File: config.mk
export PLATFORM = sky130hd
export DESIGN_NAME = fail_safe_clock_monitor_monitor
export DESIGN_NICKNAME = d
export VERILOG_FILES = /design/src/logic/fail_safe_clock_monitor_pkg.sv /design/src/logic/fail_safe_clock_monitor_monitor.sv /design/src/logic/fail_safe_clock_monitor_timer.sv /design/src/logic/fail_safe_clock_monitor_edge_watch.sv
export SDC_FILE = /design/constraint.sdc
export NUM_CORES = 1
export LEC_CHECK = 0
export BUFFER_PORTS_ARGS = -buffer_cell sky130_fd_sc_hd__buf_4
export CORE_UTILIZATION = 30
export CTS_CLUSTER_SIZE = 8
export DETAILED_ROUTE_END_ITERATION = 16
export PLACE_DENSITY_LB_ADDON = 0.2
export SETUP_SLACK_MARGIN = 0.02
export SYNTH_ARGS = -nofsm -noshare
export SYNTH_HDL_FRONTEND = slang
export SYNTH_HIERARCHICAL = 1
export SYNTH_SLANG_ARGS = --single-unit
File: constraint.sdc
create_clock -name sys_clk -period 6.47 [get_ports sys_clk]
set_input_delay 1.6175 -clock sys_clk [delete_from_list [all_inputs] [get_ports sys_clk]]
set_output_delay 1.6175 -clock sys_clk [all_outputs]
set_load 0.1 [all_outputs]
File: src/logic/fail_safe_clock_monitor_pkg.sv
/*
  Package for the fail-safe clock monitor: register offsets, fields,
  reset values, mode encodings and timing counts.
  Assumes a single 125 MHz system clock domain.
*/
package fail_safe_clock_monitor_pkg;

  // ----------------------------------------------------------------
  // Primary oscillator modes
  // ----------------------------------------------------------------
  typedef enum logic [2:0] {
    MODE_EXT_CLOCK  = 3'h0,
    MODE_RC_OSC     = 3'h1,
    MODE_INT_RC     = 3'h2,
    MODE_XTAL_STD   = 3'h3,
    MODE_XTAL_LP    = 3'h4,
    MODE_XTAL_HS    = 3'h5,
    MODE_XTAL_HSMUL = 3'h6
  } fail_safe_clock_monitor_osc_mode_t;

  // Clock source selections
  typedef enum logic [1:0] {
    SRC_PRIMARY   = 2'h0,
    SRC_SECONDARY = 2'h1,
    SRC_INTERNAL  = 2'h2
  } fail_safe_clock_monitor_src_t;

  // ----------------------------------------------------------------
  // Register map
  // ----------------------------------------------------------------
  localparam logic [3:0] ADDR_CLK_SEL  = 4'h0;
  localparam logic [3:0] ADDR_STATUS   = 4'h1;
  localparam logic [3:0] ADDR_IRQ_STAT = 4'h2;
  localparam logic [3:0] ADDR_IRQ_MASK = 4'h3;

  // Clock select fields
  localparam int SEL_SRC_LSB  = 0;
  localparam int SEL_IDLE_BIT = 2;
  localparam int SEL_PM_BIT   = 3;
  localparam logic [7:0] CLK_SEL_RESET = 8'h00;

  // Interrupt status bits
  localparam int IRQ_FAIL_BIT   = 0;
  localparam int IRQ_STABLE_BIT = 1;
  localparam int IRQ_WIDTH      = 2;
  localparam logic [IRQ_WIDTH-1:0] IRQ_MASK_RESET = 2'h0;

  // ----------------------------------------------------------------
  // Timing
  // ----------------------------------------------------------------
  localparam int CLK_PERIOD_NS   = 8;
  localparam int SAMPLE_WIN_NS   = 2000;
  localparam int SAMPLE_WIN_CYC  = SAMPLE_WIN_NS / CLK_PERIOD_NS;
  localparam int OST_COUNT       = 1024;
  localparam int PLL_LOCK_US     = 2000;
  localparam int PLL_LOCK_CYC    = (PLL_LOCK_US * 1000 + CLK_PERIOD_NS - 1) / CLK_PERIOD_NS;

  typedef struct packed {
    logic [3:0] addr;
    logic [7:0] wdata;
    logic       wr;
    logic       rd;
  } fail_safe_clock_monitor_bus_t;

endpackage

File: src/logic/fail_safe_clock_monitor_monitor.sv
/*
  Fail-safe clock monitor top: watches the primary clock, falls back to
  the internal clock on failure and handles start-up after reset/wake.
  Assumes primClk is synchronised to sys_clk, a plain register port, and
  that nrst is the power-on reset.
*/
// Added by the designer: the register offsets and the strobed register port.
`timescale 1ns/1ps
module fail_safe_clock_monitor_monitor #(
  parameter int OST_CYCLES = fail_safe_clock_monitor_pkg::OST_COUNT,
  parameter int PLL_CYCLES = fail_safe_clock_monitor_pkg::PLL_LOCK_CYC,
  parameter int WIN_CYCLES = fail_safe_clock_monitor_pkg::SAMPLE_WIN_CYC
) (
  input  wire logic                   sys_clk,
  input  wire logic                   nrst,
  input  wire logic [3:0]             regAddr,
  input  wire logic [7:0]             regWdata,
  input  wire logic                   regWr,
  input  wire logic                   regRd,
  output logic [7:0]                  regRdata,
  input  wire fail_safe_clock_monitor_pkg::fail_safe_clock_monitor_osc_mode_t oscMode,
  input  wire logic                   primClk,
  input  wire logic                   sleepReq,
  input  wire logic                   wakeEvt,
  input  wire logic                   anyIrq,
  output logic [1:0]                  clkSrcSel,
  output logic                        primEnable,
  output logic                        coreRun,
  output logic                        sampleFromRc,
  output logic                        irq
);

  // ----------------------------------------------------------------
  // State
  // ----------------------------------------------------------------
  typedef enum logic [2:0] {
    ST_START, ST_WAIT_STABLE, ST_RUN, ST_FAILED, ST_SLEEP
  } fail_safe_clock_monitor_state_t;

  localparam int IRQ_W = fail_safe_clock_monitor_pkg::IRQ_WIDTH;

  fail_safe_clock_monitor_state_t      state_reg, state_next;
  logic [7:0]       clkSel_reg;
  logic [IRQ_W-1:0] irqStat_reg, irqMask_reg;
  logic             stable_reg;
  logic             stall_reg;
  logic             halted_reg;
  logic             primPrev_reg;

  wire        pmActive = clkSel_reg[fail_safe_clock_monitor_pkg::SEL_PM_BIT];
  wire        idleMode = clkSel_reg[fail_safe_clock_monitor_pkg::SEL_IDLE_BIT];
  wire [1:0]  selSrc   = clkSel_reg[fail_safe_clock_monitor_pkg::SEL_SRC_LSB +: 2];
  wire        isXtal   = (oscMode == fail_safe_clock_monitor_pkg::MODE_XTAL_STD) ||
                         (oscMode == fail_safe_clock_monitor_pkg::MODE_XTAL_LP)  ||
                         (oscMode == fail_safe_clock_monitor_pkg::MODE_XTAL_HS)  ||
                         (oscMode == fail_safe_clock_monitor_pkg::MODE_XTAL_HSMUL);
  wire        needPll  = (oscMode == fail_safe_clock_monitor_pkg::MODE_XTAL_HSMUL);
  wire        failIe   = irqMask_reg[fail_safe_clock_monitor_pkg::IRQ_FAIL_BIT];

  // ----------------------------------------------------------------
  // Primary edge detect
  // ----------------------------------------------------------------
  // Start-up timer counts primary rising edges, so a crystal that
  // never starts never ends the wait by timer and never looks failed.
  wire        primRise = primClk && !primPrev_reg;

  // ----------------------------------------------------------------
  // Register decode
  // ----------------------------------------------------------------
  wire wrSel  = regWr && (regAddr == fail_safe_clock_monitor_pkg::ADDR_CLK_SEL);
  wire wrStat = regWr && (regAddr == fail_safe_clock_monitor_pkg::ADDR_IRQ_STAT);
  wire wrMask = regWr && (regAddr == fail_safe_clock_monitor_pkg::ADDR_IRQ_MASK);
  wire [7:0] statusWord = {3'h0, halted_reg, stall_reg, stable_reg, clkSrcSel};
  wire [7:0] rdMux =
    (regAddr == fail_safe_clock_monitor_pkg::ADDR_CLK_SEL)  ? clkSel_reg :
    (regAddr == fail_safe_clock_monitor_pkg::ADDR_STATUS)   ? statusWord :
    (regAddr == fail_safe_clock_monitor_pkg::ADDR_IRQ_STAT) ? {6'h00, irqStat_reg} :
    (regAddr == fail_safe_clock_monitor_pkg::ADDR_IRQ_MASK) ? {6'h00, irqMask_reg} : 8'h00;

  // ----------------------------------------------------------------
  // Timers and activity watch
  // ----------------------------------------------------------------
  logic ostDone, pllDone, stalled;
  wire  enterWait = (state_reg != ST_WAIT_STABLE) && (state_next == ST_WAIT_STABLE);
  wire  waitAbort = (state_reg == ST_WAIT_STABLE) && (state_next != ST_WAIT_STABLE);
  // Watch runs only in the run state with the primary selected, never in start-up
  // wait, where slow crystals would look dead; this is why a crystal dead from start-up is never flagged.
  wire  watchOn   = (state_reg == ST_RUN) && (clkSrcSel == fail_safe_clock_monitor_pkg::SRC_PRIMARY);

  fail_safe_clock_monitor_timer #(.WIDTH(12)) u_ost (
    .sys_clk (sys_clk),
    .nrst    (nrst),
    .start   (enterWait),
    .clear   (waitAbort),
    .load    (12'(OST_CYCLES)),
    .tick    (primRise),
    .done    (ostDone)
  );

  fail_safe_clock_monitor_timer #(.WIDTH(20)) u_pll (
    .sys_clk (sys_clk),
    .nrst    (nrst),
    .start   (enterWait),
    .clear   (waitAbort),
    .load    (needPll ? 20'(PLL_CYCLES) : 20'h00001),
    .tick    (1'b1),
    .done    (pllDone)
  );

  fail_safe_clock_monitor_edge_watch #(.WINDOW(WIN_CYCLES)) u_watch (
    .sys_clk (sys_clk),
    .nrst    (nrst),
    .enable  (watchOn),
    .mon     (primClk),
    .stalled (stalled)
  );

  wire failEvt   = stalled && watchOn;
  wire stableEvt = (state_reg == ST_WAIT_STABLE) && ostDone && pllDone;

  // ----------------------------------------------------------------
  // Sequencer
  // ----------------------------------------------------------------
  always_comb begin
    state_next = state_reg;
    unique case (state_reg)
      ST_START:       state_next = isXtal ? ST_WAIT_STABLE : ST_RUN;
      ST_WAIT_STABLE: begin
        if (sleepReq)
          state_next = ST_SLEEP;
        else if (pmActive && selSrc != fail_safe_clock_monitor_pkg::SRC_PRIMARY)
          state_next = ST_RUN;
        else if (stableEvt)
          state_next = ST_RUN;
      end
      ST_RUN: begin
        if (failEvt)
          state_next = ST_FAILED;
        else if (sleepReq)
          state_next = ST_SLEEP;
      end
      ST_FAILED:      state_next = ST_FAILED;
      ST_SLEEP:       if (wakeEvt) state_next = ST_START;
    endcase
  end

  // Source chosen for the next state
  // Restart after wake stays on internal until the crystal is proven
  wire [1:0] src_next =
    (state_next == ST_START)       ? 2'(fail_safe_clock_monitor_pkg::SRC_INTERNAL) :
    (state_next == ST_FAILED)      ? 2'(fail_safe_clock_monitor_pkg::SRC_INTERNAL) :
    (state_next == ST_WAIT_STABLE) ? 2'(fail_safe_clock_monitor_pkg::SRC_INTERNAL) :
    (pmActive)                     ? selSrc :
                                     2'(fail_safe_clock_monitor_pkg::SRC_PRIMARY);
  wire prim_next = (state_next != ST_SLEEP) && (state_next != ST_FAILED) &&
                   !(pmActive && selSrc != fail_safe_clock_monitor_pkg::SRC_PRIMARY);

  // Core halted after an Idle failure with interrupt off, until any interrupt
  wire halt_next = (failEvt && !failIe && idleMode) ? 1'b1 :
                   (anyIrq) ? 1'b0 : halted_reg;

  always_ff @(posedge sys_clk or negedge nrst) begin
    if (!nrst) begin
      state_reg    <= ST_START;
      clkSel_reg   <= fail_safe_clock_monitor_pkg::CLK_SEL_RESET;
      irqStat_reg  <= '0;
      irqMask_reg  <= fail_safe_clock_monitor_pkg::IRQ_MASK_RESET;
      stable_reg   <= 1'b0;
      stall_reg    <= 1'b0;
      halted_reg   <= 1'b0;
      primPrev_reg <= 1'b0;
      clkSrcSel    <= 2'(fail_safe_clock_monitor_pkg::SRC_INTERNAL);
      primEnable   <= 1'b1;
      coreRun      <= 1'b0;
      sampleFromRc <= 1'b1;
      irq          <= 1'b0;
      regRdata     <= 8'h00;
    end else begin
      state_reg    <= state_next;
      if (wrSel)
        clkSel_reg <= regWdata;
      if (wrMask)
        irqMask_reg <= regWdata[IRQ_W-1:0];
      // Set wins over write-one-to-clear
      irqStat_reg  <= (irqStat_reg & ~(wrStat ? regWdata[IRQ_W-1:0] : '0)) |
                      {stableEvt, failEvt};
      stable_reg   <= (state_next == ST_RUN) && !(state_reg == ST_FAILED) &&
                      (stableEvt || stable_reg || !isXtal);
      stall_reg    <= stall_reg || failEvt;
      halted_reg   <= halt_next;
      primPrev_reg <= primClk;
      clkSrcSel    <= src_next;
      primEnable   <= prim_next;
      coreRun      <= (state_next != ST_SLEEP) && (state_next != ST_START) && !halt_next;
      sampleFromRc <= (state_next != ST_WAIT_STABLE);
      irq          <= |((irqStat_reg | {stableEvt, failEvt}) & irqMask_reg);
      regRdata     <= regRd ? rdMux : 8'h00;
    end
  end
endmodule

File: src/logic/fail_safe_clock_monitor_timer.sv
/*
  Down counter that asserts done once a load value has elapsed.
  Assumes start is a pulse; a new start restarts the count.
*/
`timescale 1ns/1ps
module fail_safe_clock_monitor_timer #(
  parameter int WIDTH = 20
) (
  input  wire logic             sys_clk,
  input  wire logic             nrst,
  input  wire logic             start,
  input  wire logic             clear,
  input  wire logic [WIDTH-1:0] load,
  input  wire logic             tick,
  output logic                  done
);

  logic [WIDTH-1:0] cnt_reg;
  logic             run_reg;

  always_ff @(posedge sys_clk or negedge nrst) begin
    if (!nrst) begin
      cnt_reg <= '0;
      run_reg <= 1'b0;
      done    <= 1'b0;
    end else if (clear) begin
      run_reg <= 1'b0;
      done    <= 1'b0;
    end else if (start) begin
      cnt_reg <= load;
      run_reg <= 1'b1;
      done    <= 1'b0;
    end else if (run_reg && tick) begin
      if (cnt_reg <= WIDTH'(1)) begin
        run_reg <= 1'b0;
        done    <= 1'b1;
      end
      cnt_reg <= cnt_reg - WIDTH'(1);
    end
  end

endmodule

File: src/logic/fail_safe_clock_monitor_edge_watch.sv
/*
  Activity watch: counts sample-clock cycles without a seen edge of the
  monitored clock and flags a stall once the window runs out.
  Assumes the monitored clock has been synchronised upstream.
*/
`timescale 1ns/1ps
module fail_safe_clock_monitor_edge_watch #(
  parameter int WINDOW = 250
) (
  input  wire logic sys_clk,
  input  wire logic nrst,
  input  wire logic enable,
  input  wire logic mon,
  output logic      stalled
);

  localparam int CW = $clog2(WINDOW + 1);

  logic [CW-1:0] idle_reg;
  logic          prev_reg;
  wire           edgeSeen = mon ^ prev_reg;

  always_ff @(posedge sys_clk or negedge nrst) begin
    if (!nrst) begin
      idle_reg <= '0;
      prev_reg <= 1'b0;
      stalled  <= 1'b0;
    end else begin
      prev_reg <= mon;
      if (!enable || edgeSeen) begin
        idle_reg <= '0;
        stalled  <= 1'b0;
      end else if (idle_reg == CW'(WINDOW)) begin
        stalled  <= 1'b1;
      end else begin
        idle_reg <= idle_reg + CW'(1);
      end
    end
  end

endmodule

Word level (Yosys, flattened, before mapping)
Index checks and enable logic that the tools add are counted.
{"block": "word_totals", "reg_bits": 78, "input_bits": 23, "output_inout_bits": 14, "elab_cells": 151}
{"block": "op_classes", "n_addsub": 3, "magnitude_cmp": 2, "eq_ne": 20, "muxes": 45, "bitwise_logic": 7, "n_reduce_logical": 52}
{"op": "20-bit two-way mux", "n": 2}
{"op": "8-bit two-way mux", "n": 4}
{"op": "12-bit two-way mux", "n": 2}
{"op": "20-bit by 1-bit less-or-equal comparator with 1-bit output, second input constant", "n": 1}
{"op": "1-bit logical AND", "n": 20}
{"op": "1-bit two-way mux", "n": 20}
{"op": "20-bit by 1-bit subtractor with 20-bit output, second input constant", "n": 1}
{"op": "18-bit two-way mux", "n": 1}
{"op": "3-bit two-way mux", "n": 6}
{"op": "2-bit two-way mux", "n": 8}
{"op": "3-bit by 2-bit == test with 1-bit output, second input constant", "n": 5}
{"op": "3-bit one-hot mux with 5 select lines", "n": 1}
{"op": "3-bit nonzero test", "n": 5}
{"op": "3-bit == test, second input constant", "n": 4}
{"op": "12-bit by 1-bit less-or-equal comparator with 1-bit output, second input constant", "n": 1}
{"op": "12-bit by 1-bit subtractor with 12-bit output, second input constant", "n": 1}
{"op": "8-bit by 1-bit adder with 8-bit output, second input constant", "n": 1}
{"op": "4-bit by 2-bit == test with 1-bit output, second input constant", "n": 2}
{"op": "8-bit == test, second input constant", "n": 1}
{"op": "2-bit AND reduction", "n": 4}
{"op": "2-bit nonzero test", "n": 4}
{"op": "1-bit logical NOT", "n": 7}
{"op": "1-bit logical OR", "n": 7}
{"op": "3-bit by 1-bit == test with 1-bit output, second input constant", "n": 2}
{"op": "15 further kinds", "n": 19}

Logic depth before layout (Yosys ltp)
Gate-level depths: netlist of the first run.
{"block": "depth", "word_depth": 11, "ltp_mapped": 10, "mapped_depth_nobuf": 8}

Cells and area by module
Netlist of the first run, hierarchy kept.
{"module": "fail_safe_clock_monitor_monitor", "n_inst": 1, "cells_each": 134, "area_per_inst_um2": 1570.3, "seq_area_each_um2": 829.5}
{"module": "fail_safe_clock_monitor_timer at u_pll", "n_inst": 1, "cells_each": 177, "area_per_inst_um2": 1501.4, "seq_area_each_um2": 550.5}
{"module": "fail_safe_clock_monitor_timer at u_ost", "n_inst": 1, "cells_each": 106, "area_per_inst_um2": 923.4, "seq_area_each_um2": 350.3}
{"module": "fail_safe_clock_monitor_edge_watch", "n_inst": 1, "cells_each": 46, "area_per_inst_um2": 483.0, "seq_area_each_um2": 250.2}

Worst setup path after synthesis of the first run
No wires, ideal clock.
{"block": "synth_timing", "path_type": "input to register", "startpoint": "input port oscMode[2]", "endpoint": "register u_pll.cnt_reg[18]", "setup_time_ps": 94, "t_arrival_ps": 3673, "required_time_ps": 6376, "slack_ps": 2703, "cell_stages": 9, "path_buffers": 2, "path_cell_list": "a21boi_1 nor2_1 a21oi_1 clkbuf_1 a21oi_1 or2_1 clkbuf_1 or4b_1 a211oi_1"}
{"block": "synth_between", "elab_chain_len": 10, "word_cells_on_any_way": 17, "classes_between": "eq/ne (6); mux (3); bitwise (1); reduce/logical (7)"}
{"item": "start: declaration", "line": "fail_safe_clock_monitor_monitor.sv:21", "text": "input wire fail_safe_clock_monitor_pkg::fail_safe_clock_monitor_osc_mode_t oscMode,"}
{"item": "3-bit by 2-bit == test with 1-bit output / 3-bit == test (equally long branches)", "line": "fail_safe_clock_monitor_monitor.sv:53, fail_safe_clock_monitor_monitor.sv:54"}
{"item": "1-bit logical OR", "line": "fail_safe_clock_monitor_monitor.sv:53", "text": "wire isXtal = (oscMode == fail_safe_clock_monitor_pkg::MODE_XTAL_STD) ||"}
{"item": "1-bit logical OR", "line": "fail_safe_clock_monitor_monitor.sv:54", "text": "(oscMode == fail_safe_clock_monitor_pkg::MODE_XTAL_LP) ||"}
{"item": "1-bit logical OR *", "line": "fail_safe_clock_monitor_monitor.sv:55", "text": "(oscMode == fail_safe_clock_monitor_pkg::MODE_XTAL_HS) ||"}
{"item": "2-bit two-way mux *", "line": "fail_safe_clock_monitor_monitor.sv:127", "text": "ST_START: state_next = isXtal ? ST_WAIT_STABLE : ST_RUN;"}
{"item": "3-bit one-hot mux with 5 select lines *", "line": "fail_safe_clock_monitor_monitor.sv:126", "text": "unique case (state_reg)"}
{"item": "3-bit by 1-bit == test with 1-bit output *", "line": "fail_safe_clock_monitor_monitor.sv:84", "text": "wire enterWait = (state_reg != ST_WAIT_STABLE) && (state_next == ST_WAIT_STABLE);"}
{"item": "1-bit logical AND *", "line": "fail_safe_clock_monitor_monitor.sv:84"}
{"item": "via enterWait", "line": "fail_safe_clock_monitor_monitor.sv:84"}
{"item": "2-bit nonzero test (no line)"}
{"item": "2-bit AND reduction (no line)"}
{"item": "end signal: assignment", "line": "fail_safe_clock_monitor_timer.sv:30", "text": "cnt_reg <= load;"}
{"item": "end signal: assignment", "line": "fail_safe_clock_monitor_timer.sv:38", "text": "cnt_reg <= cnt_reg - WIDTH'(1);"}
{"item": "end: declaration", "line": "fail_safe_clock_monitor_timer.sv:18", "text": "logic [WIDTH-1:0] cnt_reg;"}
Mark *: on every way through the listed nets, which the timed path passes. The rest lies on a longest branch.
A chain may end at the register's enable or synchronous reset.

Worst setup path after layout of the first run
{"block": "layout_timing", "startpoint": "input port oscMode[0]", "endpoint": "register u_ost.cnt_reg[0]"}
{"block": "layout_between", "elab_chain_len": 10, "word_cells_on_any_way": 17, "classes_between": "eq/ne (6); mux (3); bitwise (1); reduce/logical (7)"}
{"item": "3-bit by 2-bit == test with 1-bit output / 3-bit == test (equally long branches)", "line": "fail_safe_clock_monitor_monitor.sv:53, fail_safe_clock_monitor_monitor.sv:54"}
{"item": "1-bit logical OR", "line": "fail_safe_clock_monitor_monitor.sv:53"}
{"item": "1-bit logical OR", "line": "fail_safe_clock_monitor_monitor.sv:54"}
{"item": "1-bit logical OR *", "line": "fail_safe_clock_monitor_monitor.sv:55"}
{"item": "2-bit two-way mux *", "line": "fail_safe_clock_monitor_monitor.sv:127"}
{"item": "3-bit one-hot mux with 5 select lines *", "line": "fail_safe_clock_monitor_monitor.sv:126"}
{"item": "3-bit by 1-bit == test with 1-bit output *", "line": "fail_safe_clock_monitor_monitor.sv:84"}
{"item": "1-bit logical AND *", "line": "fail_safe_clock_monitor_monitor.sv:84"}
{"item": "via enterWait", "line": "fail_safe_clock_monitor_monitor.sv:84"}
{"item": "2-bit nonzero test (no line)"}
{"item": "2-bit AND reduction (no line)"}
{"item": "end signal: assignment", "line": "fail_safe_clock_monitor_timer.sv:30"}
{"item": "end signal: assignment", "line": "fail_safe_clock_monitor_timer.sv:38"}
{"item": "end: declaration", "line": "fail_safe_clock_monitor_timer.sv:18"}
Marks and branches as above.

==> impl_metrics.env, run 1 <==
export IMPL_synth_area_top_cells="dfrtp_1, nor2_1, mux2i_1"
export IMPL_period_share=0.606
export IMPL_crit_path_start_kind="input pin"
export IMPL_synth_top_family_by_area="simple AND/OR/NAND/NOR gates"
export IMPL_antenna_found_initial=0
export IMPL_switching_share=0.439
export IMPL_antenna_cells=0
export IMPL_cts_setup_buffers=0
export IMPL_io_buffer_count=36
export IMPL_cp_slowest_cell="a21oi_4"
export IMPL_setup_viol=0
export IMPL_min_period_ns=3.92
export IMPL_synth_area_um2=4480
export IMPL_r2r_start="state_reg[0]"
export IMPL_layout_drive_gt1_share=0.167
export IMPL_synth_top_area_share=0.425
export IMPL_h_tree_depth=3
export IMPL_synth_xor_area_share=0.00978
export IMPL_p_seq_frac=0.369
export IMPL_ys_seq_area_frac=0.442
export IMPL_worstSetupPathType="in -> reg"
export IMPL_detailedPlace_worstSlack_ns=2.18
export IMPL_core_um2=14500
export IMPL_vias=3699
export IMPL_synth_adder_area_share=0.0168
export IMPL_p_leak_nw=2.20
export IMPL_cp_common_cell="buf_4"
export IMPL_antenna_left=0
export IMPL_cts_buffers=9
export IMPL_synth_mux_area_frac=0.0570
export IMPL_final_core_util=0.363
export IMPL_grt_setup_unrepaired="no"
export IMPL_maxSlewViolCount=0
export IMPL_irDropWorstVdd_mv=0.156
export IMPL_num_nets_final=546
export IMPL_yosys_area_top_type="dfrtp_1"
export IMPL_cp_top_family="compound AO/OA/AOI/OAI gates"
export IMPL_crit_path_end="u_ost/cnt_reg[0]"
export IMPL_power_share_clock=0.210
export IMPL_fin_setup_tns_ns=0
export IMPL_synth_edff_count=0
export IMPL_wl_per_cell_um=15.0
export IMPL_ios=37
export IMPL_cts_buffer_depth=2
export IMPL_setup_slack_ns=2.55
export IMPL_rows=44
export IMPL_grt_usage=0.149
export IMPL_crit_arrival_ns=4.18
export IMPL_syn_area_per_cell_um2=9.67
export IMPL_die_h_um=124
export IMPL_tightest_slew_ns=1.01
export IMPL_hpwl_um=7400
export IMPL_slowest_delay_ns=0.51
export IMPL_cts_hold_buf=0
export IMPL_reg2reg_depth=8
export IMPL_insertion_delay_ns=0.34
export IMPL_die_w_um=124
export IMPL_cp_num_buf_inv=2
export IMPL_relSlewSlack=0.324
export IMPL_async_flop_share=1.00
export IMPL_ys_types=84
export IMPL_path_depth=9
export IMPL_dp_cells=690
export IMPL_synth_simple_area_share=0.259
export IMPL_crit_chain="buf_4 > a21boi_1 > nor2_1 > a21oi_4 > buf_4 > a21oi_1 > or2_1 > or3_1 > o211ai_1"
export IMPL_critPathMaxFanout=45
export IMPL_drc=0
export IMPL_drt_wl_total_um=10600
export IMPL_cp_data_required_time_ns=6.73
export IMPL_p_total_mw=2.27
export IMPL_fin_cells=706
export IMPL_grt_pass1_vias=3512
export IMPL_multi_input_area_um2=2450
export IMPL_seq_area_um2=1980
export IMPL_clk_pin_slew_ns=0.06
export IMPL_r2r_end="u_pll/cnt_reg[18]"
export IMPL_fmax_mhz=255
export IMPL_yosysWarnings=6
export IMPL_status="finished clean"
export IMPL_largest_reg_flops=20
export IMPL_avgViaCountPerCell=5.24
export IMPL_synth_compound_area_frac=0.178
export IMPL_grt_pass1_wl_um=17600
export IMPL_ff2ff_setup_slack_ns=3.28
export IMPL_cts_root_buffer="clkbuf_16"
export IMPL_cap_violations=0
export IMPL_drt_iter0_drc=240
export IMPL_cts_sinks=79
export IMPL_firstDrtPassIters=4
export IMPL_p_per_area_nw_per_um2=430
export IMPL_grt_max_degree=80
export IMPL_syn_inst=463
export IMPL_initial_core_util=0.308
export IMPL_dieArea_um2=15400
export IMPL_final_hold_viol_count=0
export IMPL_p_comb_frac=0.422
export IMPL_p_int_mw=1.27
export IMPL_gp_congestion=0.810
export IMPL_min_path_type="reg -> reg"
export IMPL_cts_tree="done"
export IMPL_cts_resized_gates=0
export IMPL_startpoint="oscMode[0]"
export IMPL_ys_seq_elements=79
export IMPL_fill_cells=1492
export IMPL_synth_main_ff_cell="dfrtp_1"
export IMPL_synthToLayoutAreaGrowth_pct=17.9
export IMPL_finalClockSkew_ns=0.00618
export IMPL_netSwitchingPower_mw=0.998
export IMPL_cp_end_kind="register"
export IMPL_grt_ovfl_total=0
-- how the worst min path moves through the flow --
stage	from	end	slack, ns	cells past startpoint
finish	stall_reg	stall_reg	0.46	1
global placement	stall_reg	stall_reg	0.45	1
CTS	clkSel_reg[6]	regRdata[6]	0.47	1
detailed placement	clkSel_reg[6]	regRdata[6]	0.45	1
global route	clkSel_reg[5]	regRdata[5]	0.49	1
floorplan	stall_reg	stall_reg	0.43	1
-- final cells by class --
type | instances | area share
multi-input combinational | 374 | 0.464
clock buffer | 12 | 0.0467
timing repair buffer | 39 | 0.0555
sequential | 79 | 0.375
clock inverter | 4 | 0.00569
inverter | 14 | 0.00995
tap | 184 | 0.0436
-- cell families (layout without fill, tap and decap cells) --
group,count (synthesis),count (layout)
XOR/XNOR,5,5
other,2,28
AO/OA/AOI/OAI,114,114
buffers and inverters,36,69
flip-flops,79,79
adder cells (fa/ha/maj),6,6
AND/OR/NAND/NOR,197,197
multiplexers,24,24
-- power by group through the flow --
stage | logic [mW] | clock network, mW | registers, mW
global placement | 0.939 | 0 | 0.841
CTS | 0.964 | 0.494 | 0.835
finish | 0.957 | 0.477 | 0.837
global route | 1.06 | 0.517 | 0.866
detailed placement | 0.962 | 0 | 0.841
floorplan | 0.695 | 0 | 0.877
-- layout by cell type, fill, tap and decap left out, types with 4 or more instances in the layout --
master,instances
dfrtp_1,76
nand2_1,25
nor2_1,51
o21a_1,4
inv_1,13
nor2b_1,8
nand3_1,18
buf_4,39
a31oi_1,4
mux2i_1,12
or2_1,4
or3_1,6
ha_1,6
nor3b_1,6
o2bb2ai_1,5
nor4_1,12
a21oi_1,21
mux2_2,4
and2_1,5
clkbuf_16,9
a211oi_1,5
a22oi_1,12
mux2_1,8
o21ai_1,10
conb_1,28
nand4_1,6
o21ai_0,17
nor3_1,18
-- stage by stage --
step / hold WS (ns) / cell area (µm²)
after global routing: 0.494 / 5280
after detailed placement: 0.453 / 5000
after floorplan: 0.433 / 4580
after global placement: 0.451 / 5000
final: 0.464 / 5280
after CTS: 0.467 / 5280
-- synthesized netlist by cell type, types with 4 or more instances --
master,instances
dfrtp_1,76
o2bb2ai_1,5
a22oi_1,12
o21a_1,4
or3_1,6
and2_1,5
inv_1,13
mux2i_1,12
nor4_1,12
nor2b_1,8
nor2_1,51
a31oi_1,4
ha_1,6
a211oi_1,5
o21ai_0,17
nand4_1,6
mux2_1,8
o21ai_1,10
nand2_1,25
mux2_2,4
a21oi_1,22
nor3_1,18
nand3_1,18
or2_1,4
clkbuf_1,13
nor3b_1,6
buf_2,7
-- per-layer routing --
layer / vias to the layer above / global-route usage / wire [µm]
li1: 1814 / - / -
met4: 0 / 0.0461 / 151
met3: 12 / 0.0435 / 565
met1: 1786 / 0.192 / 4930
met2: 87 / 0.239 / 4950
met5: - / 0 / 0
(Power assumes the default switching activity.)
==> run 2: changes to the inputs <==
--- a/config.mk
+++ b/config.mk
@@ -5,6 +5,7 @@
 export SDC_FILE = /design/constraint.sdc
 export NUM_CORES = 1
 export LEC_CHECK = 0
+export ABC_AREA = 1
 export BUFFER_PORTS_ARGS = -buffer_cell sky130_fd_sc_hd__buf_4
 export CORE_UTILIZATION = 30
 export CTS_CLUSTER_SIZE = 8
==> constraint.sdc (replaced) <==
create_clock -name sys_clk -period 3.4 [get_ports sys_clk]
set_input_delay 0.85 -clock sys_clk [delete_from_list [all_inputs] [get_ports sys_clk]]
set_output_delay 0.85 -clock sys_clk [all_outputs]
set_load 0.1 [all_outputs]
==> impl_metrics.env, run 2 <==
export IMPL_cts_hold_buf=0
export IMPL_grt_max_degree=50
export IMPL_relSlewSlack=0.546
export IMPL_synth_main_ff_cell="dfrtp_1"
export IMPL_firstDrtPassIters=5
export IMPL_irDropWorstVdd_mv=0.353
export IMPL_r2r_start="clkSel_reg[1]"
export IMPL_grt_setup_unrepaired="no"
export IMPL_final_hold_viol_count=0
export IMPL_antenna_found_initial=0
export IMPL_grt_pass1_vias=4055
export IMPL_clk_pin_slew_ns=0.06
export IMPL_cp_data_required_time_ns=3.64
export IMPL_num_nets_final=722
export IMPL_reg2reg_depth=12
export IMPL_fmax_mhz=371
export IMPL_hpwl_um=7720
export IMPL_min_path_cells=2
export IMPL_h_tree_depth=3
export IMPL_synth_commonest_cells="nand2_1, nor2_1, dfrtp_1"
export IMPL_syn_area_per_cell_um2=7.34
export IMPL_ios=37
export IMPL_layout_common_cells="nand2_1, nor2_1, dfrtp_1"
export IMPL_vias=4038
export IMPL_ys_types=43
export IMPL_drc=0
export IMPL_r2r_end="u_pll/cnt_reg[12]"
export IMPL_gp_congestion=0.813
export IMPL_initial_core_util=0.305
export IMPL_dp_cells=870
export IMPL_synth_area_um2=4620
export IMPL_io_buffer_count=36
export IMPL_cts_buffer_depth=2
export IMPL_synth_top_area_share=0.411
export IMPL_setup_slack_ns=0.704
export IMPL_cts_buffers=9
export IMPL_period_share=0.793
export IMPL_place_area_um2=5170
export IMPL_insertion_delay_ns=0.35
export IMPL_worstSetupPathType="in -> reg"
export IMPL_grt_pass1_wl_um=19000
export IMPL_syn_inst=630
export IMPL_critPathMaxFanout=22
export IMPL_die_w_um=126
export IMPL_hold_start="stall_reg"
export IMPL_min_period_ns=2.70
export IMPL_tightest_slew_ns=0.682
export IMPL_final_area_um2=5500
export IMPL_p_leak_nw=2.74
export IMPL_synthToLayoutAreaGrowth_pct=18.9
export IMPL_detailedPlace_worstSlack_ns=0.350
export IMPL_dieArea_um2=15900
export IMPL_cts_sinks=79
export IMPL_antenna_cells=0
export IMPL_grt_ovfl_total=0
export IMPL_cp_end_kind="register"
export IMPL_hold_ws_ns=0.462
export IMPL_yosys_area_top_type="dfrtp_1"
export IMPL_fin_cells=886
export IMPL_crit_arrival_ns=2.93
export IMPL_min_path_type="reg -> reg"
export IMPL_cts_setup_buffers=0
export IMPL_finalClockSkew_ns=0.00665
export IMPL_drt_iter0_drc=283
export IMPL_yosysWarnings=6
export IMPL_crit_path_start_kind="input pin"
export IMPL_async_flop_share=1.00
export IMPL_synth_area_top_cells="dfrtp_1, nand2_1, nor2_1"
export IMPL_yosysMostFrequentCell="nand2_1"
export IMPL_ys_seq_elements=79
export IMPL_antenna_left=0
export IMPL_p_per_area_nw_per_um2=851
export IMPL_cts_resized_gates=0
export IMPL_cts_root_buffer="clkbuf_16"
export IMPL_avgViaCountPerCell=4.56
export IMPL_rows=45
export IMPL_layout_drive_gt1_share=0.163
export IMPL_layout_cells_most_common="nand2_1"
export IMPL_fin_setup_tns_ns=0
export IMPL_ff2ff_setup_slack_ns=0.72
export IMPL_die_h_um=126
export IMPL_ys_seq_area_frac=0.428
export IMPL_status="finished clean"
export IMPL_min_to="stall_reg"
export IMPL_grt_usage=0.150
export IMPL_wl_per_cell_um=12.2
export IMPL_cts_tree="done"
export IMPL_synth_edff_count=0
export IMPL_setup_viol=0
export IMPL_maxSlewViolCount=0
export IMPL_cap_violations=0
export IMPL_drt_wl_total_um=10800
export IMPL_largest_reg_flops=20
export IMPL_core_um2=15100
==> run 2: cell count changes in the layout (fill, tap and decap cells not counted), sizes merged, moves of 12 or more <==
cell / previous run / this run
nor4: 15 / 0
inv: 15 / 81
mux2i: 12 / 0
mux2: 12 / 0
nand3: 18 / 53
nor2: 51 / 119
nor3: 21 / 4
a22oi: 13 / 0
nand2: 25 / 165
o21ai: 27 / 53
==> run 2: layout make-up <==
| cell class | count | area [µm²] |
|---|---|---|
| Tap cell | 188 | 235 |
| Clock buffer | 9 | 225 |
| Clock inverter | 7 | 96.3 |
| Inverter | 80 | 303 |
| Fill cell | 1576 | 9650 |
| Multi-Input combinational cell | 481 | 2330 |
| Timing Repair Buffer | 42 | 328 |
| Sequential cell | 79 | 1980 |
==> run 2: per-layer routing <==
metal,global-route usage,wire length (µm),vias up
met4,0.0574,186,0
met3,0.0382,319,12
met2,0.251,4990,52
met1,0.186,5290,1867
li1,-,-,2107
met5,0,0,-
==> run 2: critical path: stages <==
cell	delay [ns]
buf_4	0.09
nand2_1	0.06
nor2_1	0.12
a21oi_1	0.11
nor2_1	0.18
buf_4	0.29
inv_4	0.06
a21oi_4	0.48
inv_2	0.31
a21oi_2	0.20
nand2_1	0.06
o21ai_0	0.07
inv_1	0.05
==> run 2: where the power goes <==
group,switching [mW],internal (mW),leakage [nW]
Sequential,0.256,1.25,0.990
Clock,0.415,0.644,0.148
Combinational,1.46,0.653,1.60
==> run 2: metrics by stage <==
| stage | power, mW | utilization |
|---|---|---|
| final | 4.68 | 0.363 |
| after global routing | 5.09 | 0.363 |
| after CTS | 4.73 | 0.363 |
| after detailed placement | 3.64 | 0.342 |
| after global placement | 3.61 | 0.342 |
| after floorplan | 3.19 | - |
==> run 2: logic make-up (layout without fill, tap and decap cells) <==
family | after synthesis | count (layout) | synth area share
AO/OA/AOI/OAI | 98 | 98 | 0.130
XOR/XNOR | 1 | 1 | 0.00189
adder cells (fa/ha/maj) | 6 | 6 | 0.0162
buffers and inverters | 93 | 138 | 0.0866
flip-flops | 79 | 79 | 0.428
other | 2 | 25 | 0.00162
AND/OR/NAND/NOR | 351 | 351 | 0.336
==> run 2: worst max-delay path by stage <==
stage | start | endpoint | slack, ns | cells after the start
after global routing | oscMode[2] | u_pll/cnt_reg[12] | 0.47 | 13
after floorplan | oscMode[2] | u_pll/cnt_reg[9] | 0.72 | 12
after CTS | oscMode[2] | u_pll/cnt_reg[12] | 0.71 | 13
after detailed placement | oscMode[2] | u_pll/cnt_reg[12] | 0.35 | 13
after global placement | oscMode[2] | u_pll/cnt_reg[12] | 0.38 | 13
final | oscMode[2] | u_pll/cnt_reg[12] | 0.70 | 13
